**src/shared/rsmc_pkg.sv**
```systemverilog
`default_nettype none
package rsmc_pkg;

  ////////////////////////////////////////////////////////////////////////////
  // register byte offsets on the wishbone bus
  localparam logic [7:0] RSMC_OFF_PM = 8'h00;
  localparam logic [7:0] RSMC_OFF_CAUSE = 8'h04;
  localparam logic [7:0] RSMC_OFF_WPROT = 8'h08;
  localparam logic [7:0] RSMC_OFF_OPT = 8'h0C;
  localparam logic [7:0] RSMC_OFF_IRQ_ST = 8'h10;
  localparam logic [7:0] RSMC_OFF_IRQ_MSK = 8'h14;

  ////////////////////////////////////////////////////////////////////////////
  // values after reset, and the write mask of the protect register
  localparam logic [7:0] RSMC_PM_RST_LOW = 8'h00;
  localparam logic [7:0] RSMC_PM_RST_HIGH = 8'h03;
  localparam logic [7:0] RSMC_CAUSE_RST = 8'h00;
  localparam logic [7:0] RSMC_WPROT_RST = 8'h00;
  localparam logic [7:0] RSMC_IRQ_RST = 8'h00;
  localparam logic [7:0] RSMC_OPT_ERASED = 8'hFF;
  localparam logic [7:0] RSMC_WPROT_MASK = 8'h4B;
  localparam logic [6:0] RSMC_SYNC_RST = 7'h40;

  ////////////////////////////////////////////////////////////////////////////
  // field positions
  localparam int RSMC_PM_SWRST = 3;
  localparam int RSMC_WP_PM_EN = 1;
  localparam int RSMC_CF_CWR = 0;
  localparam int RSMC_CF_PIN = 1;
  localparam int RSMC_CF_SW = 2;
  localparam int RSMC_CF_WDT = 3;
  localparam int RSMC_CF_VM1 = 4;
  localparam int RSMC_CF_VM2 = 5;
  localparam int RSMC_CF_OSD = 6;
  localparam int RSMC_IRQ_VM0 = 0;
  localparam int RSMC_OB_WDT_AUTO = 0;
  localparam int RSMC_OB_CODE_CANCEL = 2;
  localparam int RSMC_OB_CODE_PROT = 3;
  localparam int RSMC_OB_DET_LVL = 5;
  localparam int RSMC_OB_DET_START = 6;
  localparam int RSMC_OB_CSP = 7;

  ////////////////////////////////////////////////////////////////////////////
  // mode field codes and timing
  localparam logic [1:0] RSMC_MODE_SINGLE = 2'h0;
  localparam logic [1:0] RSMC_MODE_MEMEXP = 2'h1;
  localparam logic [1:0] RSMC_MODE_MICRO = 2'h3;
  localparam logic [5:0] RSMC_HOLD_CYC = 6'h20;

  typedef enum logic [3:0] {
    RSMC_C_NONE, RSMC_C_POR, RSMC_C_VM0, RSMC_C_PIN, RSMC_C_VM1,
    RSMC_C_VM2, RSMC_C_OSD, RSMC_C_WDT, RSMC_C_SW
  } rsmc_cause_t;

  typedef enum logic {RSMC_ST_RUN, RSMC_ST_HOLD} rsmc_state_t;

endpackage
`default_nettype wire

```
**src/logic/rsmc_pin_ctrl.sv**
```systemverilog
`timescale 1ns/1ns
`default_nettype none
module rsmc_pin_ctrl (
  input wire logic clk_sys,
  input wire logic nrst,
  input wire logic ce,
  input wire logic pin_rst_active,
  input wire logic [1:0] mode,
  input wire logic bus_cs_n_i,
  input wire logic bus_wr_n_i,
  input wire logic bus_rd_n_i,
  input wire logic bus_ale_i,
  input wire logic bus_en_i,
  input wire logic bus_data_oe_i,
  input wire logic port_oe_i,
  output logic chip_select_zero_n_o,
  output logic wr_n_o,
  output logic rd_n_o,
  output logic ale_o,
  output logic strobe_oe_o,
  output logic addr_oe_o,
  output logic data_oe_o,
  output logic bclk_oe_o,
  output logic port_oe_o
);
  import rsmc_pkg::*;

  typedef struct packed {
    logic [3:0] lvl;
    logic [4:0] oe;
  } rsmc_pins_t;

  rsmc_pins_t q, n;

  always_comb begin
    n = q;
    if (pin_rst_active && mode == RSMC_MODE_MICRO) begin
      n.lvl = 4'hE;  // strobes high, ale low
      n.oe = 5'h1A;  // data in, ports in, address and clock out
    end else if (pin_rst_active) begin
      n.lvl = 4'hE;
      n.oe = 5'h00;  // all pins inputs
    end else begin
      n.lvl = {bus_cs_n_i, bus_wr_n_i, bus_rd_n_i, bus_ale_i};
      n.oe = {bus_en_i, bus_en_i, bus_data_oe_i, bus_en_i, port_oe_i};
    end
  end

  always_ff @(posedge clk_sys or negedge nrst) begin
    if (!nrst) begin
      q <= '{lvl: 4'hE, oe: 5'h00};
    end else if (ce) begin
      q <= n;
    end
  end

  assign chip_select_zero_n_o = q.lvl[3];
  assign wr_n_o = q.lvl[2];
  assign rd_n_o = q.lvl[1];
  assign ale_o = q.lvl[0];
  assign strobe_oe_o = q.oe[4];
  assign addr_oe_o = q.oe[3];
  assign data_oe_o = q.oe[2];
  assign bclk_oe_o = q.oe[1];
  assign port_oe_o = q.oe[0];
endmodule
`default_nettype wire

```
**src/logic/rsmc_sync.sv**
```systemverilog
`timescale 1ns/1ns
`default_nettype none
module rsmc_sync #(
  parameter int W = 7,
  parameter logic [W-1:0] RST_VAL = '0
) (
  input wire logic clk_sys,
  input wire logic nrst,
  input wire logic ce,
  input wire logic [W-1:0] d_i,
  output logic [W-1:0] q_o
);
  import rsmc_pkg::*;

  typedef struct packed {
    logic [W-1:0] s1;
    logic [W-1:0] s2;
  } rsmc_sync_t;

  rsmc_sync_t q, n;

  always_comb begin
    n = q;
    n.s1 = d_i;
    n.s2 = q.s1;
  end

  always_ff @(posedge clk_sys or negedge nrst) begin
    if (!nrst) begin
      q <= {RST_VAL, RST_VAL};
    end else if (ce) begin
      q <= n;
    end
  end

  assign q_o = q.s2;
endmodule
`default_nettype wire

```
**src/logic/rsmc_top.sv**
```systemverilog
// Notes on behaviour
// - writes to the processor mode register are ignored unless its write-enable bit is 1.
// - the mode field survives software, watchdog, oscillator-stop, monitor 1 and monitor 2 resets.
// - the bus option bits act only in memory expansion or microprocessor mode.
// - writing 1 to bit 3 of the processor mode register starts a software reset.
// - each reset but power-on and monitor 0 sets its own cause flag and clears the others, with the listed exceptions.
// - the cold/warm flag clears on power-on or a monitor 0 reset and is set only by software writing 1.
// - the oscillator-stop flag clears on power-on, a write of 0 or any reset but a pin or oscillator-stop reset, and is never set by software.
// - the option byte cannot be written by software and reads all ones once erased.
// - option byte selections apply in single-chip and memory expansion modes only.
// - code protection is active only when cancel bit is 1 and protect bit is 0.
// - the detector level bit is honoured in single-chip mode and ignored in boot mode.
// - the detector start bit is honoured only in single-chip mode.
// - while the reset pin is low in single-chip mode all port pins are inputs.
// - while reset is low in microprocessor mode strobes are high, ale low, data in, address and clock out.
// - the processor mode register resets to 00h or 03h after the mode-select strap.
`timescale 1ns/1ns
`default_nettype none
module rsmc_top #(
  parameter logic [5:0] HOLD_CYC = rsmc_pkg::RSMC_HOLD_CYC
) (
  input wire logic clk_sys,
  input wire logic nrst,
  input wire logic ce,
  input wire logic wb_cyc_i,
  input wire logic wb_stb_i,
  input wire logic wb_we_i,
  input wire logic [7:0] wb_adr_i,
  input wire logic [3:0] wb_sel_i,
  input wire logic [31:0] wb_dat_i,
  output logic [31:0] wb_dat_o,
  output logic wb_ack_o,
  output logic irq_o,
  input wire logic reset_pin_n,
  input wire logic mode_select_pin,
  input wire logic programming_mode_in,
  input wire logic vmon0_det,
  input wire logic vmon1_det,
  input wire logic vmon2_det,
  input wire logic osc_stop_det,
  input wire logic wdt_underflow,
  input wire logic [7:0] option_byte_in,
  input wire logic option_erased,
  output logic sys_rst_n_o,
  output logic [1:0] mode_o,
  output logic [4:0] bus_opt_o,
  output logic watchdog_autostart_o,
  output logic count_source_protect_o,
  output logic code_protect_o,
  output logic detector_level_o,
  output logic detector_start_o,
  input wire logic bus_cs_n_i,
  input wire logic bus_wr_n_i,
  input wire logic bus_rd_n_i,
  input wire logic bus_ale_i,
  input wire logic bus_en_i,
  input wire logic bus_data_oe_i,
  input wire logic port_oe_i,
  output logic chip_select_zero_n_o,
  output logic wr_n_o,
  output logic rd_n_o,
  output logic ale_o,
  output logic strobe_oe_o,
  output logic addr_oe_o,
  output logic data_oe_o,
  output logic bclk_oe_o,
  output logic port_oe_o
);
  import rsmc_pkg::*;

  ////////////////////////////////////////////////////////////////////////////
  // state

  typedef struct packed {
    rsmc_state_t st;
    rsmc_cause_t cause;
    logic [5:0] cnt;
    logic [7:0] pm;
    logic [7:0] flags;
    logic [7:0] wp;
    logic [7:0] opt;
    logic [7:0] irq_st;
    logic [7:0] irq_msk;
    logic ack;
    logic [7:0] rdat;
    logic [4:0] bus_opt;
    logic [4:0] eff;
  } rsmc_top_t;

  rsmc_top_t q, n;

  logic [6:0] pins_s;
  logic pin_low;
  logic strap_hi;
  logic boot_s;
  logic vm0_s;
  logic vm1_s;
  logic vm2_s;
  logic osd_s;
  logic req;
  logic wr;
  logic sw_req;
  rsmc_cause_t new_cause;

  ////////////////////////////////////////////////////////////////////////////
  // pin synchronisers

  rsmc_sync #(
    .W(7),
    .RST_VAL(RSMC_SYNC_RST)
  ) u_sync (
    .clk_sys(clk_sys),
    .nrst(nrst),
    .ce(ce),
    .d_i({reset_pin_n, mode_select_pin, programming_mode_in,
          vmon0_det, vmon1_det, vmon2_det, osc_stop_det}),
    .q_o(pins_s)
  );

  assign pin_low = ~pins_s[6];
  assign strap_hi = pins_s[5];
  assign boot_s = pins_s[4];
  assign vm0_s = pins_s[3];
  assign vm1_s = pins_s[2];
  assign vm2_s = pins_s[1];
  assign osd_s = pins_s[0];

  ////////////////////////////////////////////////////////////////////////////
  // bus request decode

  // ack itself blocks a second take of a held request
  assign req = wb_cyc_i & wb_stb_i & ~q.ack;
  assign wr = req & wb_we_i & wb_sel_i[0] & (q.st == RSMC_ST_RUN);
  assign sw_req = wr && wb_adr_i == RSMC_OFF_PM && q.wp[RSMC_WP_PM_EN]
                  && wb_dat_i[RSMC_PM_SWRST];

  // level sources restart the hold for as long as they stay active
  always_comb begin
    if (vm0_s) begin
      new_cause = RSMC_C_VM0;
    end else if (pin_low) begin
      new_cause = RSMC_C_PIN;
    end else if (vm1_s) begin
      new_cause = RSMC_C_VM1;
    end else if (vm2_s) begin
      new_cause = RSMC_C_VM2;
    end else if (osd_s) begin
      new_cause = RSMC_C_OSD;
    end else if (wdt_underflow) begin
      new_cause = RSMC_C_WDT;
    end else if (sw_req) begin
      new_cause = RSMC_C_SW;
    end else begin
      new_cause = RSMC_C_NONE;
    end
  end

  ////////////////////////////////////////////////////////////////////////////
  // next state

  always_comb begin
    n = q;
    n.ack = req;

    if (req) begin
      unique case (wb_adr_i)
        RSMC_OFF_PM: n.rdat = q.pm & ~(8'h01 << RSMC_PM_SWRST);
        RSMC_OFF_CAUSE: n.rdat = q.flags;
        RSMC_OFF_WPROT: n.rdat = q.wp;
        RSMC_OFF_OPT: n.rdat = q.opt;
        RSMC_OFF_IRQ_ST: n.rdat = q.irq_st;
        RSMC_OFF_IRQ_MSK: n.rdat = q.irq_msk;
        default: n.rdat = 8'h00;
      endcase
    end

    if (wr) begin
      unique case (wb_adr_i)
        RSMC_OFF_PM: begin
          if (q.wp[RSMC_WP_PM_EN]) begin
            n.pm = wb_dat_i[7:0] & ~(8'h01 << RSMC_PM_SWRST);
          end
        end
        RSMC_OFF_CAUSE: begin
          if (wb_dat_i[RSMC_CF_CWR]) begin
            n.flags[RSMC_CF_CWR] = 1'b1;
          end
          if (!wb_dat_i[RSMC_CF_OSD]) begin
            n.flags[RSMC_CF_OSD] = 1'b0;
          end
        end
        RSMC_OFF_WPROT: n.wp = wb_dat_i[7:0] & RSMC_WPROT_MASK;
        RSMC_OFF_IRQ_ST: n.irq_st = q.irq_st & ~wb_dat_i[7:0];
        RSMC_OFF_IRQ_MSK: n.irq_msk = wb_dat_i[7:0];
        default: n.pm = n.pm;  // option byte and holes take no write
      endcase
    end

    // reset entry overrides a bus write of the same cycle to pm, flags or wp; irq_msk and other irq_st writes still land
    if (new_cause != RSMC_C_NONE) begin
      n.st = RSMC_ST_HOLD;
      n.cause = new_cause;
      n.cnt = HOLD_CYC;
      n.wp = RSMC_WPROT_RST;
      n.pm = q.pm & 8'h03;  // mode field kept
      n.flags = 8'h00;  // flags cleared, then rebuilt on reset entry
      n.flags[RSMC_CF_CWR] = (new_cause == RSMC_C_VM0) ? 1'b0 : q.flags[RSMC_CF_CWR];
      n.flags[RSMC_CF_OSD] = (new_cause == RSMC_C_PIN) ? q.flags[RSMC_CF_OSD] : 1'b0;
      // event bit of this cause only, kept flags raise none; set beats a clear
      unique case (new_cause)
        RSMC_C_PIN: begin
          n.flags[RSMC_CF_PIN] = 1'b1;
          n.irq_st[RSMC_CF_PIN] = 1'b1;
        end
        RSMC_C_VM1: begin
          n.flags[RSMC_CF_VM1] = 1'b1;
          n.irq_st[RSMC_CF_VM1] = 1'b1;
        end
        RSMC_C_VM2: begin
          n.flags[RSMC_CF_VM2] = 1'b1;
          n.irq_st[RSMC_CF_VM2] = 1'b1;
        end
        RSMC_C_OSD: begin
          n.flags[RSMC_CF_OSD] = 1'b1;
          n.irq_st[RSMC_CF_OSD] = 1'b1;
        end
        RSMC_C_WDT: begin
          n.flags[RSMC_CF_WDT] = 1'b1;
          n.irq_st[RSMC_CF_WDT] = 1'b1;
        end
        RSMC_C_SW: begin
          n.flags[RSMC_CF_SW] = 1'b1;
          n.irq_st[RSMC_CF_SW] = 1'b1;
        end
        default: begin
          n.flags[RSMC_CF_CWR] = 1'b0;  // power-on or monitor 0 clear all
          n.irq_st[RSMC_IRQ_VM0] = 1'b1;
        end
      endcase
    end else if (q.st == RSMC_ST_HOLD) begin
      if (q.cnt <= 6'h01) begin
        n.st = RSMC_ST_RUN;
        n.cnt = 6'h00;
        // option byte sampled as every hold ends, strap only after a power-on, monitor 0 or pin reset
        if (q.cause == RSMC_C_POR || q.cause == RSMC_C_VM0 || q.cause == RSMC_C_PIN) begin
          n.pm = strap_hi ? RSMC_PM_RST_HIGH : RSMC_PM_RST_LOW;  // strap
        end
        n.opt = option_erased ? RSMC_OPT_ERASED : option_byte_in;
      end else begin
        n.cnt = q.cnt - 6'h01;
      end
    end

    // bus options gated by mode
    if (n.pm[1:0] == RSMC_MODE_MEMEXP || n.pm[1:0] == RSMC_MODE_MICRO) begin
      n.bus_opt = {n.pm[7:4], n.pm[2]};
    end else begin
      n.bus_opt = 5'h00;
    end

    // option byte effects
    n.eff = 5'h00;
    if (n.pm[1:0] != RSMC_MODE_MICRO) begin
      n.eff[4] = ~n.opt[RSMC_OB_WDT_AUTO];
      n.eff[3] = ~n.opt[RSMC_OB_CSP];
      n.eff[2] = n.opt[RSMC_OB_CODE_CANCEL] & ~n.opt[RSMC_OB_CODE_PROT];
    end
    if (n.pm[1:0] == RSMC_MODE_SINGLE && !boot_s) begin
      n.eff[1] = n.opt[RSMC_OB_DET_LVL];
      n.eff[0] = ~n.opt[RSMC_OB_DET_START];
    end
  end

  ////////////////////////////////////////////////////////////////////////////
  // registers

  always_ff @(posedge clk_sys or negedge nrst) begin
    if (!nrst) begin
      q.st <= RSMC_ST_HOLD;
      q.cause <= RSMC_C_POR;
      q.cnt <= HOLD_CYC;
      q.pm <= RSMC_PM_RST_LOW;
      q.flags <= RSMC_CAUSE_RST;  // power-on clears every flag
      q.wp <= RSMC_WPROT_RST;
      q.opt <= RSMC_OPT_ERASED;
      q.irq_st <= RSMC_IRQ_RST;
      q.irq_msk <= RSMC_IRQ_RST;
      q.ack <= 1'b0;
      q.rdat <= 8'h00;
      q.bus_opt <= 5'h00;
      q.eff <= 5'h00;
    end else if (ce) begin
      q <= n;
    end
  end

  ////////////////////////////////////////////////////////////////////////////
  // pin states around reset

  rsmc_pin_ctrl u_pins (
    .clk_sys(clk_sys),
    .nrst(nrst),
    .ce(ce),
    .pin_rst_active(pin_low),
    .mode(q.pm[1:0]),
    .bus_cs_n_i(bus_cs_n_i),
    .bus_wr_n_i(bus_wr_n_i),
    .bus_rd_n_i(bus_rd_n_i),
    .bus_ale_i(bus_ale_i),
    .bus_en_i(bus_en_i),
    .bus_data_oe_i(bus_data_oe_i),
    .port_oe_i(port_oe_i),
    .chip_select_zero_n_o(chip_select_zero_n_o),
    .wr_n_o(wr_n_o),
    .rd_n_o(rd_n_o),
    .ale_o(ale_o),
    .strobe_oe_o(strobe_oe_o),
    .addr_oe_o(addr_oe_o),
    .data_oe_o(data_oe_o),
    .bclk_oe_o(bclk_oe_o),
    .port_oe_o(port_oe_o)
  );

  ////////////////////////////////////////////////////////////////////////////
  // outputs

  assign wb_dat_o = {24'h000000, q.rdat};
  assign wb_ack_o = q.ack;
  assign irq_o = |(q.irq_st & q.irq_msk);
  // internal reset stays low for the whole hold
  assign sys_rst_n_o = (q.st == RSMC_ST_RUN);
  assign mode_o = q.pm[1:0];
  assign bus_opt_o = q.bus_opt;
  assign watchdog_autostart_o = q.eff[4];
  assign count_source_protect_o = q.eff[3];
  assign code_protect_o = q.eff[2];
  assign detector_level_o = q.eff[1];
  assign detector_start_o = q.eff[0];
endmodule
`default_nettype wire

```
**config.mk**
```make
export PLATFORM = sky130hd
export DESIGN_NAME = rsmc_top
export DESIGN_NICKNAME = d
export VERILOG_FILES = /design/src/shared/rsmc_pkg.sv /design/src/logic/rsmc_pin_ctrl.sv /design/src/logic/rsmc_sync.sv /design/src/logic/rsmc_top.sv
export SDC_FILE = /design/constraint.sdc
export NUM_CORES = 1
export LEC_CHECK = 0
export ABC_AREA = 1
export BUFFER_PORTS_ARGS = -buffer_cell sky130_fd_sc_hd__buf_4
export CAP_MARGIN = 20
export CELL_PAD_IN_SITES_DETAIL_PLACEMENT = 0
export CELL_PAD_IN_SITES_GLOBAL_PLACEMENT = 1
export CORE_ASPECT_RATIO = 0.5
export CORE_MARGIN = 2
export CORE_UTILIZATION = 42
export CTS_CLUSTER_DIAMETER = 150
export DETAILED_ROUTE_END_ITERATION = 6
export PLACE_DENSITY_LB_ADDON = 0.3
export SYNTH_ARGS = -nofsm -noshare
export SYNTH_HDL_FRONTEND = slang
export SYNTH_SLANG_ARGS = --single-unit
```
**constraint.sdc**
```tcl
create_clock -name clk_sys -period 3.25 [get_ports clk_sys]
set_input_delay 0 -clock clk_sys [delete_from_list [all_inputs] [get_ports clk_sys]]
set_output_delay 0 -clock clk_sys [all_outputs]
set_load 0.005 [all_outputs]
```
==> impl_metrics.prom <==
# TYPE chip_impl_metric gauge
chip_impl_metric{name="synth-async-reset-ratio",unit="%"} 100
chip_impl_metric{name="clock_skew",unit="ns"} 0.00701
chip_impl_metric{name="drive_above_1_share",unit="%"} 21.6
chip_impl_metric{name="viasPerCell",unit=""} 4.89
chip_impl_info{name="violations",value="negative hold slack"} 1
chip_impl_metric{name="hpwl",unit="mm"} 9.07
chip_impl_metric{name="clock_latency_reported_for_the_late_side_of_the_worst_skew_pair",unit="ns"} 0.35
chip_impl_metric{name="globalRouteTotalUtil",unit="%"} 21.4
chip_impl_metric{name="required",unit="ns"} 3.52
chip_impl_metric{name="critPathArrivalTime",unit="ns"} 2.63
chip_impl_metric{name="timing.max_slew.rel_slack",unit="%"} 42.4
chip_impl_info{name="rsz0062_at_grt",value="false"} 1
chip_impl_metric{name="timing_worst_slew_pin_value",unit="ns"} 0.864
chip_impl_metric{name="r2r_slack",unit="ns"} 0.89
chip_impl_info{name="cp_class",value="flop to flop"} 1
chip_impl_metric{name="drcViolationCount",unit=""} 0
chip_impl_metric{name="yosys_warnings",unit=""} 0
chip_impl_metric{name="cts_sinks",unit=""} 93
chip_impl_metric{name="post_synth_edffs",unit=""} 0
chip_impl_metric{name="power.density",unit="nW/µm²"} 496
chip_impl_metric{name="synth_sequential_area_ratio",unit="%"} 47.6
chip_impl_metric{name="timing.hold.ws",unit="ns"} -0.00264
chip_impl_metric{name="core",unit="µm²"} 11200
chip_impl_metric{name="io-pin-count",unit=""} 130
chip_impl_metric{name="maxClockFrequency",unit="MHz"} 424
chip_impl_metric{name="clock_tree.htree_level_count",unit=""} 3
chip_impl_metric{name="final_cells",unit=""} 854
chip_impl_metric{name="yosys.cell_types.count",unit=""} 46
chip_impl_info{name="run_status",value="complete, but fails checks"} 1
chip_impl_info{name="worst_hold_startpoint",value="wb_dat_i[1]"} 1
chip_impl_metric{name="die_area",unit="µm²"} 12700
chip_impl_metric{name="gr-total-overflow",unit=""} 0
chip_impl_metric{name="via_count_of_the_first_global_routing_pass",unit=""} 3971
chip_impl_metric{name="initial_utilization",unit="%"} 44.0
chip_impl_metric{name="drt_antenna_net_count",unit=""} 0
chip_impl_metric{name="wl_per_cell",unit="µm"} 14.6
chip_impl_info{name="synthFlopType",value="sky130_fd_sc_hd__dfrtp_1"} 1
chip_impl_metric{name="placed_area",unit="µm²"} 5440
chip_impl_metric{name="final_hold_viol_count",unit=""} 1
chip_impl_metric{name="cp_max_fo",unit=""} 5
chip_impl_metric{name="grt_max_degree",unit=""} 66
chip_impl_info{name="rr_endpoint",value="q[36]"} 1
chip_impl_metric{name="grt_pass1_wl",unit="mm"} 20.7
chip_impl_info{name="min_delay_worst_endpoint",value="q[44]"} 1
chip_impl_metric{name="report.final.setup_viol",unit=""} 0
chip_impl_info{name="clockRootBuffer",value="sky130_fd_sc_hd__clkbuf_16"} 1
chip_impl_metric{name="io_buffer_count",unit=""} 78
chip_impl_metric{name="placedCellCount",unit=""} 812
chip_impl_metric{name="final_core_util",unit="%"} 53.4
chip_impl_metric{name="max-cap-violations",unit=""} 0
chip_impl_info{name="critical_path.reg2reg.startpoint",value="q[67]"} 1
chip_impl_metric{name="chipWidth",unit="µm"} 157
chip_impl_metric{name="finalWeightedCongestion",unit=""} 0.859
chip_impl_metric{name="finish.net_count",unit=""} 766
chip_impl_metric{name="total_number_of_vias",unit=""} 4177
chip_impl_metric{name="r2r_cells",unit=""} 11
chip_impl_metric{name="slew_viol_final",unit=""} 0
chip_impl_metric{name="detailedRoute.firstPassIterationCount",unit=""} 5
chip_impl_metric{name="antenna-diode-count",unit=""} 0
chip_impl_info{name="worst_setup_path_end_kind",value="flop"} 1
chip_impl_metric{name="flow.area_growth_from_synthesis",unit="%"} 21.6
chip_impl_metric{name="cts_clk_pin_slew_worst_paths",unit="ns"} 0.07
chip_impl_metric{name="wl",unit="mm"} 12.5
chip_impl_metric{name="final.setup.tns",unit="ns"} 0
chip_impl_metric{name="core.rowCount",unit=""} 27
chip_impl_metric{name="post_synthesis_cells",unit=""} 603
chip_impl_metric{name="post_cts_resize_count",unit=""} 0
chip_impl_info{name="worstSetupStartpoint",value="q[67]"} 1
chip_impl_metric{name="drtIter0Drc",unit=""} 303
chip_impl_metric{name="synth_area_per_cell",unit="µm²"} 8.18
chip_impl_metric{name="initial_antenna_violation_count",unit=""} 0
chip_impl_info{name="timing.hold.worst.class",value="input port to flop"} 1
chip_impl_metric{name="tritoncts.num_buffers",unit=""} 9
chip_impl_metric{name="cellLeakagePower",unit="nW"} 3.04
chip_impl_metric{name="holdPathStages",unit=""} 3
chip_impl_metric{name="mappedNetlistArea",unit="µm²"} 4930
chip_impl_metric{name="clk_path_buf_depth",unit=""} 2
chip_impl_info{name="cts_tree",value="yes"} 1
chip_impl_metric{name="layout.cell_area.non_filler",unit="µm²"} 5990
chip_impl_metric{name="vdd.ir_drop.worst",unit="µV"} 262
chip_impl_metric{name="timing.final.crit_share",unit="%"} 72.5
chip_impl_metric{name="final_period_minus_worst_setup_slack",unit="ns"} 2.36
chip_impl_info{name="start_kind",value="flop"} 1
chip_impl_metric{name="chipHeight",unit="µm"} 80.6
chip_impl_metric{name="synth_seq_cells",unit=""} 93
[routing by layer]
metal	GRT usage [%]	part of all wire [%]	vias to the layer above	wire (µm)
li1	-	-	2067	-
met1	30.6	50	1965	6240
met2	32.9	42	135	5310
met3	5.07	6.7	10	838
met4	5.00	0.99	0	124
met5	0	0	-	0
[cells in the mapped netlist (3+ instances only)]
library cell               number  area, µm²
sky130_fd_sc_hd__buf_4         43        323
sky130_fd_sc_hd__inv_1         54        203
sky130_fd_sc_hd__nand4_1        8       50.1
sky130_fd_sc_hd__nor3_1         4       20.0
sky130_fd_sc_hd__a22o_1         3       26.3
sky130_fd_sc_hd__nand2_1      179        672
sky130_fd_sc_hd__a22oi_1        3       22.5
sky130_fd_sc_hd__nor2_2         6       37.5
sky130_fd_sc_hd__clkbuf_1       8       30.0
sky130_fd_sc_hd__dfrtp_1       77       1930
sky130_fd_sc_hd__o21ai_1        6       30.0
sky130_fd_sc_hd__nand3_1       23        115
sky130_fd_sc_hd__nor2_1        39        146
sky130_fd_sc_hd__a21oi_1        8       40.0
sky130_fd_sc_hd__nand2_2        7       43.8
sky130_fd_sc_hd__dfstp_2       16        420
sky130_fd_sc_hd__o22a_1         3       26.3
sky130_fd_sc_hd__nand2_4        3       33.8
sky130_fd_sc_hd__o22ai_1       11       68.8
sky130_fd_sc_hd__o21ai_0       59        295
sky130_fd_sc_hd__nor2_4         7       78.8
[flip-flops by register name, summed over array words and instances (netlist names), 2 cells and up]
register	cells
wb_dat_o	8
q	51
u_sync.q_o	7
u_sync.n	7
mode_o	2
bus_opt_o	5
[timing repair]
item	CTS	global route
hold buffers	26	0
endpoints found under the hold margin	78	0
endpoints found under the setup margin	0	0
setup buffers	0	0
[worst max-delay path, cell delays in order, from the launching register on]
cell	delay, ns
sky130_fd_sc_hd__dfrtp_1	0.38
sky130_fd_sc_hd__inv_1	0.12
sky130_fd_sc_hd__ha_1	0.24
sky130_fd_sc_hd__inv_1	0.05
sky130_fd_sc_hd__nand2_1	0.07
sky130_fd_sc_hd__nand2_1	0.05
sky130_fd_sc_hd__nor2_1	0.17
sky130_fd_sc_hd__nand2_1	0.19
sky130_fd_sc_hd__nor3_2	0.27
sky130_fd_sc_hd__o21ai_0	0.11
sky130_fd_sc_hd__dlygate4sd3_1	0.56
sky130_fd_sc_hd__o21ai_0	0.08
[cells in the final DEF (no fill, tap or decap), types with 3 or more instances in the layout]
cell type	count
sky130_fd_sc_hd__a21oi_1	8
sky130_fd_sc_hd__a22o_1	3
sky130_fd_sc_hd__a22oi_1	3
sky130_fd_sc_hd__buf_4	82
sky130_fd_sc_hd__clkbuf_16	9
sky130_fd_sc_hd__conb_1	24
sky130_fd_sc_hd__dfrtp_1	77
sky130_fd_sc_hd__dfstp_2	16
sky130_fd_sc_hd__dlygate4sd3_1	26
sky130_fd_sc_hd__inv_1	54
sky130_fd_sc_hd__nand2_1	179
sky130_fd_sc_hd__nand2_2	7
sky130_fd_sc_hd__nand2_4	3
sky130_fd_sc_hd__nand3_1	23
sky130_fd_sc_hd__nand4_1	8
sky130_fd_sc_hd__nor2_1	39
sky130_fd_sc_hd__nor2_2	6
sky130_fd_sc_hd__nor2_4	7
sky130_fd_sc_hd__nor3_1	4
sky130_fd_sc_hd__o21ai_0	59
sky130_fd_sc_hd__o21ai_1	6
sky130_fd_sc_hd__o22a_1	3
sky130_fd_sc_hd__o22ai_1	11
[how the worst max path moves through the flow]
stage                           end
5_1_grt                       q[39]
3_3_place_gp   watchdog_autostart_o
2_1_floorplan      detector_level_o
6_report                      q[36]
4_1_cts                       q[36]
3_5_place_dp   watchdog_autostart_o
[through the flow]
stage,worst slack (ns),total power [mW],hold WS (ns)
2_1_floorplan,1.55,1.71,-0.296
3_3_place_gp,1.22,1.89,0.152
3_5_place_dp,1.17,1.90,0.155
4_1_cts,0.833,3.00,0.00166
5_1_grt,0.536,3.14,0.0158
6_report,0.893,2.98,-0.00264
[layout make-up]
type	count	area (µm²)
Multi-Input combinational cell	420	2050
Clock inverter	7	72.6
Fill cell	1078	5220
Tap cell	159	199
Clock buffer	9	225
Timing Repair Buffer	108	876
Sequential cell	93	2350
Inverter	58	223
[report_power, final]
| part | leakage (nW) | total (mW) | internal, mW | switching, mW |
|---|---|---|---|---|
| clock network | 0.142 | 1.07 | 0.599 | 0.468 |
| logic | 1.71 | 0.522 | 0.209 | 0.313 |
| registers | 1.19 | 1.39 | 1.30 | 0.0830 |
[kinds of logic after synthesis]
| family | after synthesis | share of synthesized area (%) |
|---|---|---|
| and+or+nand+nor | 288 | 26.7 |
| buffers and inverters | 113 | 12.5 |
| AOI/OAI and AO/OA | 103 | 12.0 |
| muxes | 1 | 0.228 |
| xor gates and xnor gates | 2 | 0.355 |
| DFF | 93 | 47.6 |
| other | 1 | 0.0761 |
| adders and majority gates | 2 | 0.508 |
(Power assumes the default switching activity.)
